`src/inc/cpm_pkg.sv`:
```
// constants, types and field layout of the clock, power and mode control
// assumes one 125 MHz system clock and an apb master with 32-bit data
// Behaviour
// RULE1 - hold brownout reset until core supply usable
// RULE2 - release brownout reset after fixed delay
// RULE3 - later brown-out reasserts reset until supply good
// RULE4 - supply domain indication is active high
// RULE5 - core supervisor indication is active high
// RULE6 - monitor selected voltage, interrupt when below limit
// RULE7 - voltage monitor disabled until firmware enables it
// RULE8 - one source, external input bypasses oscillator
// RULE9 - fixed divide by 512 and by 16
// RULE10 - cpu and sub clocks have own dividers
// RULE11 - power-of-two ratios, change on clean boundary
// RULE12 - low-power modes zero to four plus shutdown
// RULE13 - wake latencies 1 us, 35 us, 0.75 ms
// RULE14 - deep shutdown switches core regulator off
// RULE15 - shutdown exit by pin low, power, wake pin
// RULE16 - shutdown exit gives brownout reset, vector 0xFFFE
// RULE17 - pin lock holds pad direction and output
// RULE18 - firmware programs pins first after reset
// RULE19 - firmware clears pin lock after shutdown wake
// RULE20 - firmware clears pin flags on normal start
// RULE21 - firmware enables pin interrupts last
// RULE22 - power flag and calibration tied to power cycle
package cpm_pkg;

  // ====================================================================
  // timing
  localparam int unsigned CLK_MHZ         = 125;
  localparam int unsigned AUX_DIV         = 512;
  localparam int unsigned MOD_DIV         = 16;
  localparam int unsigned BOR_RELEASE_NS  = 10000;
  localparam int unsigned REL_CYC         = (BOR_RELEASE_NS * CLK_MHZ + 999) / 1000;
  localparam int unsigned BOR_WAKE_MAX_NS = 750000;
  localparam int unsigned WAKE_MAX_CYC    = BOR_WAKE_MAX_NS * CLK_MHZ / 1000;
  localparam int unsigned LPM3_WAKE_NS    = 1000;
  localparam int unsigned LPM3_WAKE_CYC   = LPM3_WAKE_NS * CLK_MHZ / 1000;
  localparam int unsigned LPM4_WAKE_NS    = 35000;
  localparam int unsigned LPM4_WAKE_CYC   = LPM4_WAKE_NS * CLK_MHZ / 1000;

  // ====================================================================
  // register map
  localparam logic [11:0] OFS_CLK  = 12'h000;
  localparam logic [11:0] OFS_VOLTAGE_MONITOR = 12'h004;
  localparam logic [11:0] OFS_STAT = 12'h008;
  localparam logic [11:0] OFS_LPM  = 12'h00C;
  localparam logic [11:0] OFS_SDC  = 12'h010;
  localparam logic [11:0] OFS_CAL  = 12'h014;

  localparam int unsigned CLK_EXT_BIT = 0;
  localparam int unsigned CPU_DIV_LSB = 1;
  localparam int unsigned SUB_DIV_LSB = 4;
  localparam int unsigned VM_EN_BIT   = 0;
  localparam int unsigned VM_SRC_BIT  = 1;
  localparam int unsigned VM_LVL_LSB  = 2;
  localparam int unsigned ST_VM_BIT   = 0;
  localparam int unsigned ST_PWR_BIT  = 1;
  localparam int unsigned ST_MODE_LSB = 2;
  localparam int unsigned SD_LOCK_BIT = 0;
  localparam int unsigned SD_WAKE_BIT = 1;

  localparam logic [6:0]  CLK_RST  = 7'h00;
  localparam logic [4:0]  VM_RST   = 5'h00;
  localparam logic [15:0] CAL_RST  = 16'h0000;
  localparam logic [2:0]  MODE_LPM2 = 3'h2;
  localparam logic [2:0]  MODE_LPM3 = 3'h3;
  localparam logic [2:0]  MODE_LPM4 = 3'h4;
  localparam logic [2:0]  MODE_DEEP = 3'h5;
  localparam logic [15:0] RESET_VECTOR = 16'hFFFE;

  // ====================================================================
  // types
  typedef enum logic [5:0] {
    ST_HOLD  = 6'h01,
    ST_DELAY = 6'h02,
    ST_RUN   = 6'h04,
    ST_LPM   = 6'h08,
    ST_WAKE  = 6'h10,
    ST_OFF   = 6'h20
  } cpm_state_t;

  typedef struct packed {
    logic        psel;
    logic        penable;
    logic        pwrite;
    logic [11:0] paddr;
    logic [31:0] pwdata;
  } cpm_apb_req_t;

  typedef struct packed {
    logic cpu;
    logic sub;
    logic aux;
    logic mdm;
  } cpm_clk_en_t;

endpackage

```
`src/design/cpm_fix_div.sv`:
```
// fixed clock divider producing a one-cycle enable every DIV source cycles
// assumes clk_i is the common source clock and rst_n_i the synced reset
module cpm_fix_div #(
  parameter int unsigned DIV = 16
) (
  input  wire logic clk_i,
  input  wire logic rst_n_i,
  output logic      en_o
);
  localparam int unsigned CW = $clog2(DIV);

  // ====================================================================
  // elaboration check
  if (DIV < 2 || (DIV & (DIV - 1)) != 0) begin : g_chk
    $error("cpm_fix_div: DIV must be a power of two of at least 2");
  end

  // ====================================================================
  // counter
  logic [CW-1:0] cnt_q;

  always_ff @(posedge clk_i or negedge rst_n_i) begin
    if (!rst_n_i) begin
      cnt_q <= '0;
    end else begin
      cnt_q <= cnt_q + 1'b1;
    end
  end

  assign en_o = (cnt_q == CW'(DIV - 1));
endmodule

```
`src/design/cpm_sel_div.sv`:
```
// selectable power-of-two divider producing a one-cycle enable
// assumes sel_i may change at any time; it is taken only at a period end
module cpm_sel_div #(
  parameter int unsigned SEL_W = 3
) (
  input  wire logic             clk_i,
  input  wire logic             rst_n_i,
  input  wire logic [SEL_W-1:0] sel_i,
  output logic                  en_o
);
  localparam int unsigned CW = (1 << SEL_W) - 1;

  // ====================================================================
  // elaboration check
  if (SEL_W < 1 || SEL_W > 4) begin : g_chk
    $error("cpm_sel_div: SEL_W must lie in 1 to 4");
  end

  // ====================================================================
  // counter; ratio 2**sel, ratio latched only at a period end so that
  // no shortened period is ever produced
  logic [CW-1:0]    cnt_q;
  logic [SEL_W-1:0] sel_q;
  logic [CW-1:0]    lim_w;

  assign lim_w = CW'((32'h0000_0001 << sel_q) - 32'h0000_0001);
  assign en_o  = (cnt_q == lim_w);

  always_ff @(posedge clk_i or negedge rst_n_i) begin
    if (!rst_n_i) begin
      cnt_q <= '0;
      sel_q <= '0;
    end else if (en_o) begin
      cnt_q <= '0;
      sel_q <= sel_i; // [RULE11]
    end else begin
      cnt_q <= cnt_q + 1'b1;
    end
  end
endmodule

```
`src/design/cpm_top.sv`:
```
// clock, power and low-power mode control with apb registers
// assumes all inputs synchronous to sys_clk_i; analog comparators and
// supervisors deliver plain levels
//
// The APB interface to the registers and the register addresses were decided locally.
module cpm_top
  import cpm_pkg::*;
#(
  parameter int unsigned NPIN      = 8,
  parameter int unsigned LPM4_WAKE = LPM4_WAKE_CYC,
  parameter int unsigned BOR_MAX   = WAKE_MAX_CYC
) (
  input  wire logic            sys_clk_i,
  input  wire logic            rst_n_i,
  input  wire cpm_apb_req_t    apb_i,
  output logic [31:0]          prdata_o,
  output logic                 pready_o,
  output logic                 pslverr_o,
  input  wire logic            supply_domain_reset_ind_i,
  input  wire logic            core_supply_supervisor_i,
  input  wire logic            monitor_input_pin_low_i,
  input  wire logic            digital_supply_low_i,
  input  wire logic            nmi_pin_n_i,
  input  wire logic            wake_pin_irq_i,
  input  wire logic            wake_event_i,
  input  wire logic [NPIN-1:0] pin_direction_i,
  input  wire logic [NPIN-1:0] pin_output_i,
  output logic                 brownout_reset_o,
  output logic                 core_regulator_en_o,
  output logic                 osc_enable_o,
  output logic                 ext_clk_sel_o,
  output cpm_clk_en_t          clk_en_o,
  output logic [2:0]           voltage_monitor_level_o,
  output logic                 voltage_monitor_irq_o,
  output logic [15:0]          reset_vector_o,
  output logic [2:0]           lpm_mode_o,
  output logic [NPIN-1:0]      pad_dir_o,
  output logic [NPIN-1:0]      pad_out_o
);

  // ====================================================================
  // elaboration checks
  if (NPIN < 1 || NPIN > 32) begin : g_chk_pin
    $error("cpm_top: NPIN must lie in 1 to 32");
  end
  if (LPM4_WAKE < 1 || LPM4_WAKE > 65535) begin : g_chk_wake
    $error("cpm_top: LPM4_WAKE must lie in 1 to 65535");
  end
  // the release delay must fit inside the brown-out recovery budget
  if (REL_CYC > BOR_MAX) begin : g_chk_bor // [RULE13]
    $error("cpm_top: release delay exceeds brown-out recovery budget");
  end

  // ====================================================================
  // reset synchroniser
  logic rst_s1_q;
  logic rst_q;

  always_ff @(posedge sys_clk_i or negedge rst_n_i) begin
    if (!rst_n_i) begin
      rst_s1_q <= 1'b0;
      rst_q    <= 1'b0;
    end else begin
      rst_s1_q <= 1'b1;
      rst_q    <= rst_s1_q;
    end
  end

  // ====================================================================
  // apb decode; zero wait states, read data captured in setup cycle
  logic        acc_w;
  logic        wr_w;
  logic        hit_w;
  logic [31:0] rd_w;
  logic [31:0] prdata_q;

  assign acc_w = apb_i.psel && apb_i.penable;
  assign wr_w  = acc_w && apb_i.pwrite && hit_w;
  assign hit_w = (apb_i.paddr == OFS_CLK) || (apb_i.paddr == OFS_VOLTAGE_MONITOR) ||
                 (apb_i.paddr == OFS_STAT) || (apb_i.paddr == OFS_LPM) ||
                 (apb_i.paddr == OFS_SDC) || (apb_i.paddr == OFS_CAL);

  assign pready_o  = 1'b1;
  assign pslverr_o = acc_w && !hit_w;
  assign prdata_o  = prdata_q;

  // ====================================================================
  // registers
  cpm_state_t  state_q;
  cpm_state_t  state_d;
  logic [15:0] cnt_q;
  logic        bor_q;
  logic [6:0]  clk_q;
  logic [4:0]  vm_q;
  logic        vm_flag_q;
  logic        pwr_flag_q;
  logic        lock_q;
  logic        deep_wake_q;
  logic [15:0] cal_q;
  logic [2:0]  mode_q;
  logic        nmi_prev_q;
  logic        nmi_fall_w;
  logic        lpm_wr_w;
  logic        off_exit_w;
  logic [15:0] wake_lim_w;
  logic        vm_low_w;

  assign lpm_wr_w   = wr_w && (apb_i.paddr == OFS_LPM) &&
                      (apb_i.pwdata[2:0] <= MODE_DEEP); // [RULE12]
  assign nmi_fall_w = nmi_prev_q && !nmi_pin_n_i;
  assign off_exit_w = (state_q == ST_OFF) && (state_d != ST_OFF);

  // clock and voltage monitor fields fall back to reset values during brownout reset
  always_ff @(posedge sys_clk_i or negedge rst_q) begin
    if (!rst_q) begin
      clk_q <= CLK_RST;
      vm_q  <= VM_RST;
    end else if (bor_q) begin
      clk_q <= CLK_RST;
      vm_q  <= VM_RST; // [RULE7]
    end else if (wr_w && apb_i.paddr == OFS_CLK) begin
      clk_q <= apb_i.pwdata[6:0];
    end else if (wr_w && apb_i.paddr == OFS_VOLTAGE_MONITOR) begin
      vm_q <= apb_i.pwdata[4:0];
    end
  end

  // calibration survives every reset but a power cycle
  always_ff @(posedge sys_clk_i or negedge rst_q) begin
    if (!rst_q) begin
      cal_q <= CAL_RST;
    end else if (supply_domain_reset_ind_i) begin
      cal_q <= CAL_RST; // [RULE22]
    end else if (wr_w && apb_i.paddr == OFS_CAL) begin
      cal_q <= apb_i.pwdata[15:0];
    end
  end

  // power-cycle flag: set by power-on or a supply domain reset only;
  // a set arriving with the clear wins
  always_ff @(posedge sys_clk_i or negedge rst_q) begin
    if (!rst_q) begin
      pwr_flag_q <= 1'b1;
    end else if (supply_domain_reset_ind_i) begin
      pwr_flag_q <= 1'b1; // [RULE4] [RULE22]
    end else if (wr_w && apb_i.paddr == OFS_STAT && apb_i.pwdata[ST_PWR_BIT]) begin
      pwr_flag_q <= 1'b0;
    end
  end

  // ====================================================================
  // voltage monitor
  assign vm_low_w = vm_q[VM_SRC_BIT] ? digital_supply_low_i
                                     : monitor_input_pin_low_i;

  always_ff @(posedge sys_clk_i or negedge rst_q) begin
    if (!rst_q) begin
      vm_flag_q <= 1'b0;
    end else if (bor_q) begin
      vm_flag_q <= 1'b0;
    end else if (vm_q[VM_EN_BIT] && vm_low_w) begin
      vm_flag_q <= 1'b1; // [RULE6]
    end else if (wr_w && apb_i.paddr == OFS_STAT && apb_i.pwdata[ST_VM_BIT]) begin
      vm_flag_q <= 1'b0;
    end
  end

  assign voltage_monitor_level_o = vm_q[VM_LVL_LSB +: 3];
  assign voltage_monitor_irq_o   = vm_flag_q && vm_q[VM_EN_BIT]; // [RULE6] [RULE7]

  // ====================================================================
  // reset and mode sequencer
  always_comb begin
    case (mode_q)
      MODE_LPM3: wake_lim_w = 16'(LPM3_WAKE_CYC - 1); // [RULE13]
      MODE_LPM4: wake_lim_w = 16'(LPM4_WAKE - 1); // [RULE13]
      default:   wake_lim_w = 16'h0000;
    endcase
  end

  always_comb begin
    state_d = state_q;
    case (state_q)
      ST_HOLD: begin
        if (!supply_domain_reset_ind_i && !core_supply_supervisor_i) begin
          state_d = ST_DELAY; // [RULE1]
        end
      end
      ST_DELAY: begin
        if (cnt_q == 16'(REL_CYC - 1)) begin
          state_d = ST_RUN; // [RULE2]
        end
      end
      ST_RUN: begin
        if (lpm_wr_w) begin
          state_d = (apb_i.pwdata[2:0] == MODE_DEEP) ? ST_OFF : ST_LPM; // [RULE12]
        end
      end
      ST_LPM: begin
        if (wake_event_i) begin
          state_d = ST_WAKE;
        end
      end
      ST_WAKE: begin
        if (cnt_q == wake_lim_w) begin
          state_d = ST_RUN;
        end
      end
      ST_OFF: begin
        if (nmi_fall_w || wake_pin_irq_i) begin
          state_d = ST_HOLD; // [RULE15] [RULE16]
        end
      end
      default: state_d = ST_HOLD;
    endcase
    // the core supervisor naturally reports reset while the regulator is off
    if (supply_domain_reset_ind_i ||
        (core_supply_supervisor_i && state_q != ST_OFF)) begin
      state_d = ST_HOLD; // [RULE3] [RULE4] [RULE5] [RULE15]
    end
  end

  always_ff @(posedge sys_clk_i or negedge rst_q) begin
    if (!rst_q) begin
      state_q    <= ST_HOLD;
      cnt_q      <= 16'h0000;
      bor_q      <= 1'b1;
      nmi_prev_q <= 1'b1;
    end else begin
      state_q    <= state_d;
      cnt_q      <= (state_d != state_q) ? 16'h0000 : cnt_q + 16'h0001;
      bor_q      <= (state_d == ST_HOLD) || (state_d == ST_DELAY) ||
                    (state_d == ST_OFF); // [RULE1] [RULE16]
      nmi_prev_q <= nmi_pin_n_i;
    end
  end

  always_ff @(posedge sys_clk_i or negedge rst_q) begin
    if (!rst_q) begin
      mode_q <= 3'h0;
    end else if (state_q == ST_RUN && lpm_wr_w) begin
      mode_q <= apb_i.pwdata[2:0];
    end
  end

  assign brownout_reset_o = bor_q;
  assign reset_vector_o   = RESET_VECTOR; // [RULE16]
  assign lpm_mode_o       = mode_q;

  // ====================================================================
  // pin lock; lives across brownout reset, lost only on power-on or an SDC write with the lock bit low
  always_ff @(posedge sys_clk_i or negedge rst_q) begin
    if (!rst_q) begin
      lock_q <= 1'b0;
    end else if (state_q == ST_RUN && state_d == ST_OFF) begin
      lock_q <= 1'b1; // [RULE17]
    end else if (wr_w && apb_i.paddr == OFS_SDC && !apb_i.pwdata[SD_LOCK_BIT]) begin
      lock_q <= 1'b0; // [RULE19]
    end
  end

  always_ff @(posedge sys_clk_i or negedge rst_q) begin
    if (!rst_q) begin
      deep_wake_q <= 1'b0;
    end else if (off_exit_w) begin
      deep_wake_q <= 1'b1;
    end else if (wr_w && apb_i.paddr == OFS_SDC && apb_i.pwdata[SD_WAKE_BIT]) begin
      deep_wake_q <= 1'b0;
    end
  end

  always_ff @(posedge sys_clk_i or negedge rst_q) begin
    if (!rst_q) begin
      pad_dir_o <= '0;
      pad_out_o <= '0;
    end else if (!lock_q) begin
      pad_dir_o <= pin_direction_i; // [RULE17] [RULE18]
      pad_out_o <= pin_output_i;
    end
  end

  // ====================================================================
  // clock generation
  logic sel_cpu_w;
  logic sel_sub_w;
  logic fix_aux_w;
  logic fix_mod_w;
  logic asleep_w;
  logic off_w;
  logic deep4_w;

  cpm_sel_div #(.SEL_W(3)) u_cpu_div ( // [RULE10]
    .clk_i   (sys_clk_i),
    .rst_n_i (rst_q),
    .sel_i   (clk_q[CPU_DIV_LSB +: 3]),
    .en_o    (sel_cpu_w)
  );

  cpm_sel_div #(.SEL_W(3)) u_sub_div ( // [RULE10]
    .clk_i   (sys_clk_i),
    .rst_n_i (rst_q),
    .sel_i   (clk_q[SUB_DIV_LSB +: 3]),
    .en_o    (sel_sub_w)
  );

  cpm_fix_div #(.DIV(AUX_DIV)) u_aux_div ( // [RULE9]
    .clk_i   (sys_clk_i),
    .rst_n_i (rst_q),
    .en_o    (fix_aux_w)
  );

  cpm_fix_div #(.DIV(MOD_DIV)) u_mod_div ( // [RULE9]
    .clk_i   (sys_clk_i),
    .rst_n_i (rst_q),
    .en_o    (fix_mod_w)
  );

  assign asleep_w = (state_q == ST_LPM) || (state_q == ST_WAKE);
  assign off_w    = (state_q == ST_OFF);
  assign deep4_w  = asleep_w && (mode_q == MODE_LPM4);

  // gating per low-power mode; clocks stay off until the wake latency ends
  assign clk_en_o.cpu = sel_cpu_w && !asleep_w && !off_w; // [RULE12]
  assign clk_en_o.sub = sel_sub_w && !off_w && !(asleep_w && mode_q >= MODE_LPM2);
  assign clk_en_o.aux = fix_aux_w && !off_w && !deep4_w;
  assign clk_en_o.mdm = fix_mod_w && !off_w && !deep4_w;

  assign ext_clk_sel_o       = clk_q[CLK_EXT_BIT];
  assign osc_enable_o        = !clk_q[CLK_EXT_BIT] && !off_w && !deep4_w; // [RULE8]
  assign core_regulator_en_o = !off_w; // [RULE14]

  // ====================================================================
  // read data
  always_comb begin
    rd_w = 32'h0000_0000;
    case (apb_i.paddr)
      OFS_CLK:  rd_w[6:0] = clk_q;
      OFS_VOLTAGE_MONITOR: rd_w[4:0] = vm_q;
      OFS_STAT: begin
        rd_w[ST_VM_BIT]          = vm_flag_q;
        rd_w[ST_PWR_BIT]         = pwr_flag_q;
        rd_w[ST_MODE_LSB +: 3]   = mode_q;
      end
      OFS_SDC: begin
        rd_w[SD_LOCK_BIT] = lock_q;
        rd_w[SD_WAKE_BIT] = deep_wake_q;
      end
      OFS_CAL:  rd_w[15:0] = cal_q;
      default:  rd_w = 32'h0000_0000;
    endcase
  end

  always_ff @(posedge sys_clk_i or negedge rst_q) begin
    if (!rst_q) begin
      prdata_q <= 32'h0000_0000;
    end else if (apb_i.psel && !apb_i.penable) begin
      prdata_q <= rd_w;
    end
  end
endmodule

```
`config.mk`:
```
export PLATFORM = sky130hd
export DESIGN_NAME = cpm_top
export DESIGN_NICKNAME = d
export VERILOG_FILES = /design/src/inc/cpm_pkg.sv /design/src/design/cpm_fix_div.sv /design/src/design/cpm_sel_div.sv /design/src/design/cpm_top.sv
export SDC_FILE = /design/constraint.sdc
export NUM_CORES = 1
export LEC_CHECK = 0
export BUFFER_PORTS_ARGS = -buffer_cell sky130_fd_sc_hd__buf_2
export CORE_MARGIN = 2
export CORE_UTILIZATION = 45
export CTS_CLUSTER_SIZE = 10
export DETAILED_ROUTE_END_ITERATION = 6
export PLACE_DENSITY = 0.82
export RECOVER_POWER = 25
export SLEW_MARGIN = 40
export SYNTH_ARGS = -nofsm -noshare
export SYNTH_HDL_FRONTEND = slang
export SYNTH_HIERARCHICAL = 1
export SYNTH_SLANG_ARGS = --single-unit
```
`constraint.sdc`:
```
create_clock -name sys_clk_i -period 4 [get_ports sys_clk_i]
set_input_delay 0 -clock sys_clk_i [delete_from_list [all_inputs] [get_ports sys_clk_i]]
set_output_delay 0 -clock sys_clk_i [all_outputs]
set_load 0.01 [all_outputs]
```
Word-level counts from Yosys, hierarchy flattened

Index checks and enable logic that the tools add are counted.

Input bits: 72
Bits in read-only memories: 0
Output and inout bits: 81
Memories: 0
Logic and storage cells: 161
Latch bits: 0
Memory bits (writable): 0
Register bits after elaboration: 126

Add/subtract/negate cells: 7
$lt $le $gt $ge: 2
Multipliers: 0
Div/mod/pow operators: 0
Shift operators: 2
Mux-type cells: 34
Reduce and logical (&&, ||, !) cells: 66
Eq/ne operators: 27
Bitwise operators: 0

Operators with widths:

| kind                    | count |
|---|---|
| $mux W16                | 3 |
| $mux W6                 | 8 |
| $logic_and A1 B1 Y1     | 36 |
| $pmux W6 S6             | 1 |
| $mux W7                 | 4 |
| $pmux W13 S2            | 1 |
| $eq A12 B4 Y1 const B   | 2 |
| $eq A12 B5 Y1 const B   | 2 |
| $add A16 B1 Y16 const B | 1 |
| $eq A16 B11 Y1 const B  | 1 |
| $eq A16 B16 Y1          | 1 |
| $mux W5                 | 3 |
| $add A7 B1 Y7 const B   | 2 |
| $eq A7 B7 Y1            | 2 |
| $shl A1 B3 Y7 const A   | 2 |
| $sub A7 B1 Y7 const B   | 2 |
| $eq A12 B3 Y1 const B   | 1 |
| $eq A6 B1 Y1 const B    | 2 |
| $eq A6 B2 Y1 const B    | 2 |
| $eq A6 B6 Y1 const B    | 2 |
| $logic_not A12 Y1       | 1 |
| $ne A6 B6 Y1 const B    | 2 |
| $pmux W3 S4             | 1 |
| $reduce_bool A2 Y1      | 6 |
| other kinds (21)        | 50 |

Logic depth before layout (Yosys ltp)

Gate-level depths: netlist of the first run.

Depth in word-level cells: 15
Mapped depth: 9
Mapped depth without buffers: 8

Hierarchy

Netlist of the first run, hierarchy kept.

Modules (own cells, without submodules):

| module                   | cells each | sequential area each (um^2) | times used | area each (um^2) |
|---|---|---|---|---|
| cpm_top                  | 489        | 2332.2                      | 1          | 5001.0 |
| cpm_sel_div              | 54         | 250.2                       | 2          | 570.5 |
| cpm_fix_div at u_aux_div | 29         | 225.2                       | 1          | 362.8 |
| cpm_fix_div at u_mod_div | 10         | 100.1                       | 1          | 151.4 |

Least setup slack after synthesis of the first run

No wires, ideal clock.

Path type: register -> register
Start point: register state_q[4]
End point: register cnt_q[10] (netlist name)
Arrival time: 2.242 ns
Period minus slack after synthesis: 2.362 ns
Setup time: 0.120 ns
Required time: 3.880 ns
Stages on the path, launching flop included: 10
Setup slack: 1.638 ns
Path buffers: 3
Cells stage by stage: dfrtp_1 > buf_2 > or4_4 > nor3_2 > and3_1 > buf_2 > nor2_1 > o221ai_2 > buf_6 > nor3_2

RTL lines:

| item                   | RTL line       | RTL |
|---|---|---|
| from (decl)            | cpm_top.sv:89  | `cpm_state_t state_q;` |
| from (signal assigned) | cpm_top.sv:230 | `state_q <= state_d;` |

==> results.md, run 1 <==
- Yosys warns: 6
- DR DRC count: 0
- Hpwl dp: about 11000 um
- Maximum vdd drop: 0.2795 mV
- Port buffer count: 103
- Share of cells above drive strength 1: between 20% and 30%
- Nets: about 850
- Synth async-reset ratio: 100.0%
- Setup TNS Final: 0 ns
- Pleak: ~3.7 nW
- Fmax: between 0.3 and 0.4 GHz
- Most common cell in the netlist: dfrtp_1
- 1st-iter DRT viols: 336
- Gr ovfl total: 0
- Share of the synthesized area in the top cell type: a little under half
- Total vias in the final route: roughly 5000
- WL per Instance: 16.26 um
- R2r endpoint: cnt_q[0]$_DFF_PN0_
- PwrDens: slightly below 400 nW/um^2
- Core Rows: between 40 and 50
- Initial antenna violation count: 1
- Initial Utilization: ~46%
- Status: completed
- Vias per cell: 5.321
- Hold Path End: vm_flag_q$_DFFE_PN0P_
- Post-route ant nets: 0
- Dominant cell type by area after synthesis: dfrtp_1
- Postcts setup bufs: 0
- CTS tree: built
- Top Family by Delay on Critical Path: simple AND/OR/NAND/NOR gates
- Core Box Area: between 10000 and 15000 um^2
- Clock transition at path regs: 0.06 ns
- WP buf/inv: 0
- Crit start category: flip-flop
- Tcrit/Tclk final: 65.54%
- Max Slew Vio Count: 0
- Most instantiated cells after synthesis: dfrtp_1 (122), nand2_1 (63), nor2_1 (50)
- Gr usage total: about 20%
- Worst path slowest cell: or4_4
- Crit path max fanout: 16
- Clock Sink Count: between 100 and 150
- CP endpoint kind: flip-flop
- Path depth of the worst reg2reg path: 6
- CP required: 4.32 ns
- Gate Count Post-Synth: about 640
- Worst reg2reg path startpoint: state_q[3]$_DFF_PN0_
- Worst Hold Path Cells: 4
- Final setup fails: 0
- Worst Path Arrival: about 3.0 ns
- Root buf cell: clkbuf_16
- Clk Latency, worst-skew pair: around 0.42 ns
- 1st-pass router iterations: 5
- Final wirelength: 15740 um
- Final Cell Area: between 8000 and 9000 um^2
- Yosys cell types: between 60 and 70
- #FFs+latches synth: approximately 130
- Setup slack, reg-to-reg: roughly 1.4 ns
- Critical Path Start: state_q[3]$_DFF_PN0_
- Worst Skew: just under 0.006 ns
- Clock buffer count from CTS: 17
- Period minus WS final: 2.622 ns
- Mean post-synth cell area: around 10 um^2
- Critical Path Max Stage Delay: roughly 0.6 ns
- H-tree Lvls: 4
- Die extent in y: 125.6 um
- Syn Std Cell Area: between 6000 and 7000 um^2
- Die footprint: around 16000 um^2
- Worst Setup Path Type: flip-flop to flip-flop
- Fin. Hold Viols: 0
- RSZ-0062 raised after global routing: false
- Area Growth Syn to Fin: 21.82%
- Slew at the pin with the worst max-slew slack: around 1.5 ns
- Critical path, cell by cell: or4_4, nor3_2, o41a_2, o41ai_2, mux2_4, nor4b_2
- Maxcap violations: 0
- Num ports: roughly 150
- Clock Tree Buf Depth: 2
- Predominant post-synthesis flop cell: dfrtp_1
- RD Place Congestion: 0.9425
- Top post-synthesis cells by area: dfrtp_1 (46%), buf_4 (4.3%), mux2_2 (3.9%)
- Slew headroom: ~3%
- Number of synthesized flops with an enable pin: 0
- First-pass GRT wire length: about 26000 um
- Worst min path class: input pin to flip-flop
- Sequential area share after synthesis: a little under half
- Dpl cell area: between 7000 and 8000 um^2
- Stages on worst setup path: 6
- Hold Startpoint: digital_supply_low_i
- Chip width: around 130 um
- Largest net degree at the start of global routing: 45
- # fillers: around 1200
- Vias in the first global route: 5090
-- final cells by class --
cell class / instances / area, um^2 / share of cell area [%]
Sequential cell: 126 / 3158 / 38.94
Multi-Input combinational cell: 458 / 3118 / 38.45
Timing Repair Buffer: 150 / 940.9 / 11.60
Clock buffer: 19 / 442.9 / 5.462
Tap cell: 184 / 230.2 / 2.839
Clock inverter: 13 / 152.6 / 1.882
Inverter: 17 / 63.81 / 0.7869
Antenna cell: 1 / 2.502 / 0.03086
-- per-layer routing --
layer	vias to the layer above	GRT usage, %	wire [um]
met5	-	0	0
li1	2450	-	-
met2	157	33.13	7818
met1	2515	26.38	6707
met3	29	4.885	839
met4	0	7.974	372
-- stage by stage --
| stage | worst slack (ns) | utilization [%] | instances | power (W) | hold slack (ns) |
|---|---|---|---|---|---|
| floorplan | 0.2367 | - | 668 | 0.001494 | -0.2956 |
| global placement | 1.460 | 49.19 | 895 | 0.001541 | -0.2132 |
| detailed placement | 1.397 | 49.37 | 896 | 0.001549 | -0.2125 |
| CTS | 1.360 | 56.18 | 967 | 0.003139 | 0.01210 |
| global route | 1.244 | 56.01 | 968 | 0.003224 | 0.009556 |
| finish | 1.378 | 56.01 | 968 | 0.003120 | 0.01127 |
-- flip-flops by register name, indices dropped and copies added (netlist names), 3 cells and up --
name	cells
pad_dir_o	8
state_q	6
cal_q	16
cnt_q	16
prdata_o	16
u_sub_div/sel_q	3
vm_q	5
u_mod_div/cnt_q	4
u_sub_div/cnt_q	7
lpm_mode_o	3
clk_q	7
pad_out_o	8
u_aux_div/cnt_q	9
u_cpu_div/cnt_q	7
u_cpu_div/sel_q	3
-- how the worst max path moves through the flow --
stage | end
after global placement | cnt_q[1]$_DFF_PN0_
after global routing | clk_en_o[2]
final | cnt_q[0]$_DFF_PN0_
after detailed placement | cnt_q[0]$_DFF_PN0_
after floorplan | cal_q[0]$_DFFE_PN0P_
after CTS | clk_en_o[3]
-- where the power goes --
group | leakage (nW) | switching [W] | internal [W]
Combinational | 1.76 | 0.000127 | 0.000100
Sequential | 1.69 | 0.0000331 | 0.00130
Clock | 0.282 | 0.000616 | 0.000948
Total | 3.73 | 0.000777 | 0.00234
-- worst min-delay path, stage by stage --
cell	delay, ns
buf_2	0.07
mux2_2	0.14
a22oi_1	0.08
nor2_1	0.09
-- cells by family after synthesis --
kind of cell,synth area share (%)
XOR/XNOR,4.737
AO/OA/AOI/OAI,11.64
AND/OR/NAND/NOR,19.21
buffers and inverters,7.820
multiplexers,7.726
flip-flops,47.44
adder cells (fa/ha/maj),1.316
other,0.1128
-- repair_timing --
action / CTS / global route
gates resized for setup: 0 / 0
hold endpoints to repair: 56 / 0
hold buffers: 39 / 0
-- layout by cell type, fill, tap and decap left out, types with 20 or more instances in the layout --
| cell type | synthesis | layout |
|---|---|---|
| dfrtp_1 | 122 | 122 |
| buf_2 | 8 | 73 |
| nand2_1 | 63 | 63 |
| nor2_1 | 50 | 50 |
| dlygate4sd3_1 | 0 | 39 |
| conb_1 | 2 | 34 |
| clkbuf_1 | 14 | 31 |
| o21ai_0 | 25 | 25 |
| mux2_2 | 23 | 23 |
| a22o_1 | 21 | 21 |
| nand3_1 | 19 | 20 |
(Power assumes the default switching activity.)
==> inputs of run 2 (changes only) <==
==> constraint.sdc (replaced) <==
create_clock -name sys_clk_i -period 2.4 [get_ports sys_clk_i]
set_input_delay 0 -clock sys_clk_i [delete_from_list [all_inputs] [get_ports sys_clk_i]]
set_output_delay 0 -clock sys_clk_i [all_outputs]
set_load 0.01 [all_outputs]
==> run 2 against run 1 <==
  * The run now ends with setup timing left
  * Total power increased by 72%
  * Final cell count grew 3.9%
  * Routed wire length up 5.3%
  * Die area did not move
  * Combinational power increased by 100%
  * Via count grew 4.1%
  * Sequential power is 65% higher
  * Core utilization up 2.5 points
  * Largest power group unchanged
==> results.md, run 2 (same netlist as run 1, synthesis figures left out) <==
- 1st-pass router iterations: 5
- Post-route ant nets: 0
- Crit start category: flip-flop
- Gr ovfl total: 0
- Failing checks: setup timing
- N_diodes: 0
- Setup ws final: -0.04985 ns
- Chip width: roughly 130 um
- H-tree Lvls: 4
- RD Place Congestion: between 0.9 and 1
- Final Util: a little under 60%
- Hold WS: ~0.0085 ns
- 1st-iter DRT viols: 435
- Slew at the pin with the worst max-slew slack: between 1 and 1.5 ns
- Share of cells above drive strength 1: between 20% and 30%
- Clock transition at path regs: ~0.060 ns
- Largest net degree at the start of global routing: 53
- Die footprint: roughly 16000 um^2
- First-pass GRT wire length: 26100 um
- Worst Path Arrival: roughly 2.8 ns
- Commonest non-fill, non-tap cell in the layout: dfrtp_1
- Pleak: 3.976 nW
- Final wirelength: around 17000 um
- Placed cells: between 900 and 1000
- Core Rows: 44
- Initial Utilization: a little under half
- Worst reg2reg path startpoint: state_q[1]$_DFF_PN0_
- Num ports: between 150 and 200
- Vias per cell: 5.330
- Vias in the first global route: roughly 5200
- Clock Tree Buf Depth: 2
- Root buf cell: clkbuf_16
- Commonest cells after routing, fill and taps aside: dfrtp_1 (122), buf_2 (79), nand2_1 (63)
- Initial antenna violation count: 0
- Gr usage total: a little over a fifth
- Path depth of the worst reg2reg path: 8
- Max Slew Vio Count: 0
- CP endpoint kind: flip-flop
- Hpwl dp: ~11000 um
- DR DRC count: 0
- Clock Sink Count: about 130
- Worst Hold Path Cells: 4
- Fin. Hold Viols: 0
- Maxcap violations: 0
- Final setup fails: 11
- Setup slack, reg-to-reg: -0.05 ns
- Status: complete, but fails checks
- Fmax: 0.4082 GHz
- Crit path max fanout: 7
- WL per Instance: 16.47 um
- Worst Setup Path Type: flip-flop to flip-flop
- Worst Skew: roughly 0.0074 ns
- Tcrit/Tclk final: 102.1%
- CTS tree: built
- Hold Path End: vm_flag_q$_DFFE_PN0P_
- Area Growth Syn to Fin: 27.27%
- Worst min path class: input pin to flip-flop
- Die extent in y: roughly 130 um
- Slew headroom: 23.08%
- Core Box Area: 14480 um^2
- Nets: a little under 900
- Setup TNS Final: -0.2018 ns
- Total vias in the final route: around 5400
- CP required: roughly 2.7 ns
- Period minus WS final: 2.450 ns
- Clock buffer count from CTS: 17
- Clk Latency, worst-skew pair: a little over 0.4 ns
- PwrDens: roughly 630 nW/um^2
- Final std cells w/o fill: between 1000 and 1500
- # fillers: ~1200
- Port buffer count: about 100
- Hold Startpoint: digital_supply_low_i
- RSZ-0062 raised after global routing: true
- R2r endpoint: cnt_q[0]$_DFF_PN0_
- Maximum vdd drop: roughly 0.47 mV
[run 2: cell count changes in the layout (fill, tap and decap cells not counted), moves of 3 or more]
cell	before	now
inv_6	7	1
clkbuf_1	31	26
clkinv_4	1	4
buf_4	7	44
buf_2	73	79
[run 2: worst max-delay path by stage]
stage / start / endpoint / slack, ns / depth (start not counted)
detailed placement: state_q[0]$_DFF_PN1_ / cnt_q[15]$_DFF_PN0_ / 0.007 / 7
global route: state_q[1]$_DFF_PN0_ / cnt_q[15]$_DFF_PN0_ / -0.21 / 8
global placement: state_q[0]$_DFF_PN1_ / cnt_q[4]$_DFF_PN0_ / 0.08 / 7
floorplan: state_q[4]$_DFF_PN0_ / cnt_q[10]$_DFF_PN0_ / 0.04 / 9
CTS: state_q[0]$_DFF_PN1_ / cnt_q[15]$_DFF_PN0_ / -0.002 / 7
finish: state_q[1]$_DFF_PN0_ / cnt_q[0]$_DFF_PN0_ / -0.05 / 8
[run 2: critical path: stages (launching register included)]
cell and delay, ns:
dfrtp_1 0.48, or4_4 0.50, o31ai_4 0.32, buf_4 0.18
o41ai_1 0.09, nor2_1 0.19, o221ai_2 0.19, buf_4 0.18
nor4b_4 0.23
[run 2: what timing repair did]
action                                 CTS  global route
endpoints found under the hold margin   55             0
resized for setup                        2            11
cloned                                   0             1
pin swaps                                1             7
setup endpoints to repair                4            20
buffers inserted                         0             5
hold buffers                            39             0
[run 2: layout make-up]
cell class / instances / area [um^2] / area share (%)
clock buffers: 19 / 432.9 / 5.110
clock inverters: 13 / 188.9 / 2.230
inverters: 17 / 63.81 / 0.7532
multi-input cells: 459 / 3173 / 37.45
flip-flops and latches: 126 / 3158 / 37.28
well taps: 184 / 230.2 / 2.717
repair buffers: 188 / 1225 / 14.46
[run 2: per-stage QoR]
stage / power, W / setup WS [ns] / cell area [um^2]
2_1_floorplan: 0.002490 / 0.03770 / 6778
3_3_place_gp: 0.002605 / 0.07710 / 7390
3_5_place_dp: 0.002611 / 0.006572 / 7390
4_1_cts: 0.005377 / -0.002346 / 8412
5_1_grt: 0.005548 / -0.2100 / 8472
6_report: 0.005360 / -0.04985 / 8472
[run 2: per-layer routing]
layer / wire [um] / part of all wire [%] / GRT usage [%] / vias to the layer above
li1: - / - / - / 2530
met4: 248 / 1.5 / 6.078 / 0
met2: 8445 / 51 / 35.26 / 189
met5: 0 / 0 / 0 / -
met3: 901 / 5.4 / 4.715 / 23
met1: 6978 / 42 / 26.86 / 2620
[run 2: power by group]
| part | total (W) | internal, W | switching (W) |
|---|---|---|---|
| clock | 0.00271 | 0.00174 | 0.000968 |
| combinational | 0.000459 | 0.000204 | 0.000255 |
| sequential | 0.00219 | 0.00216 | 0.0000315 |
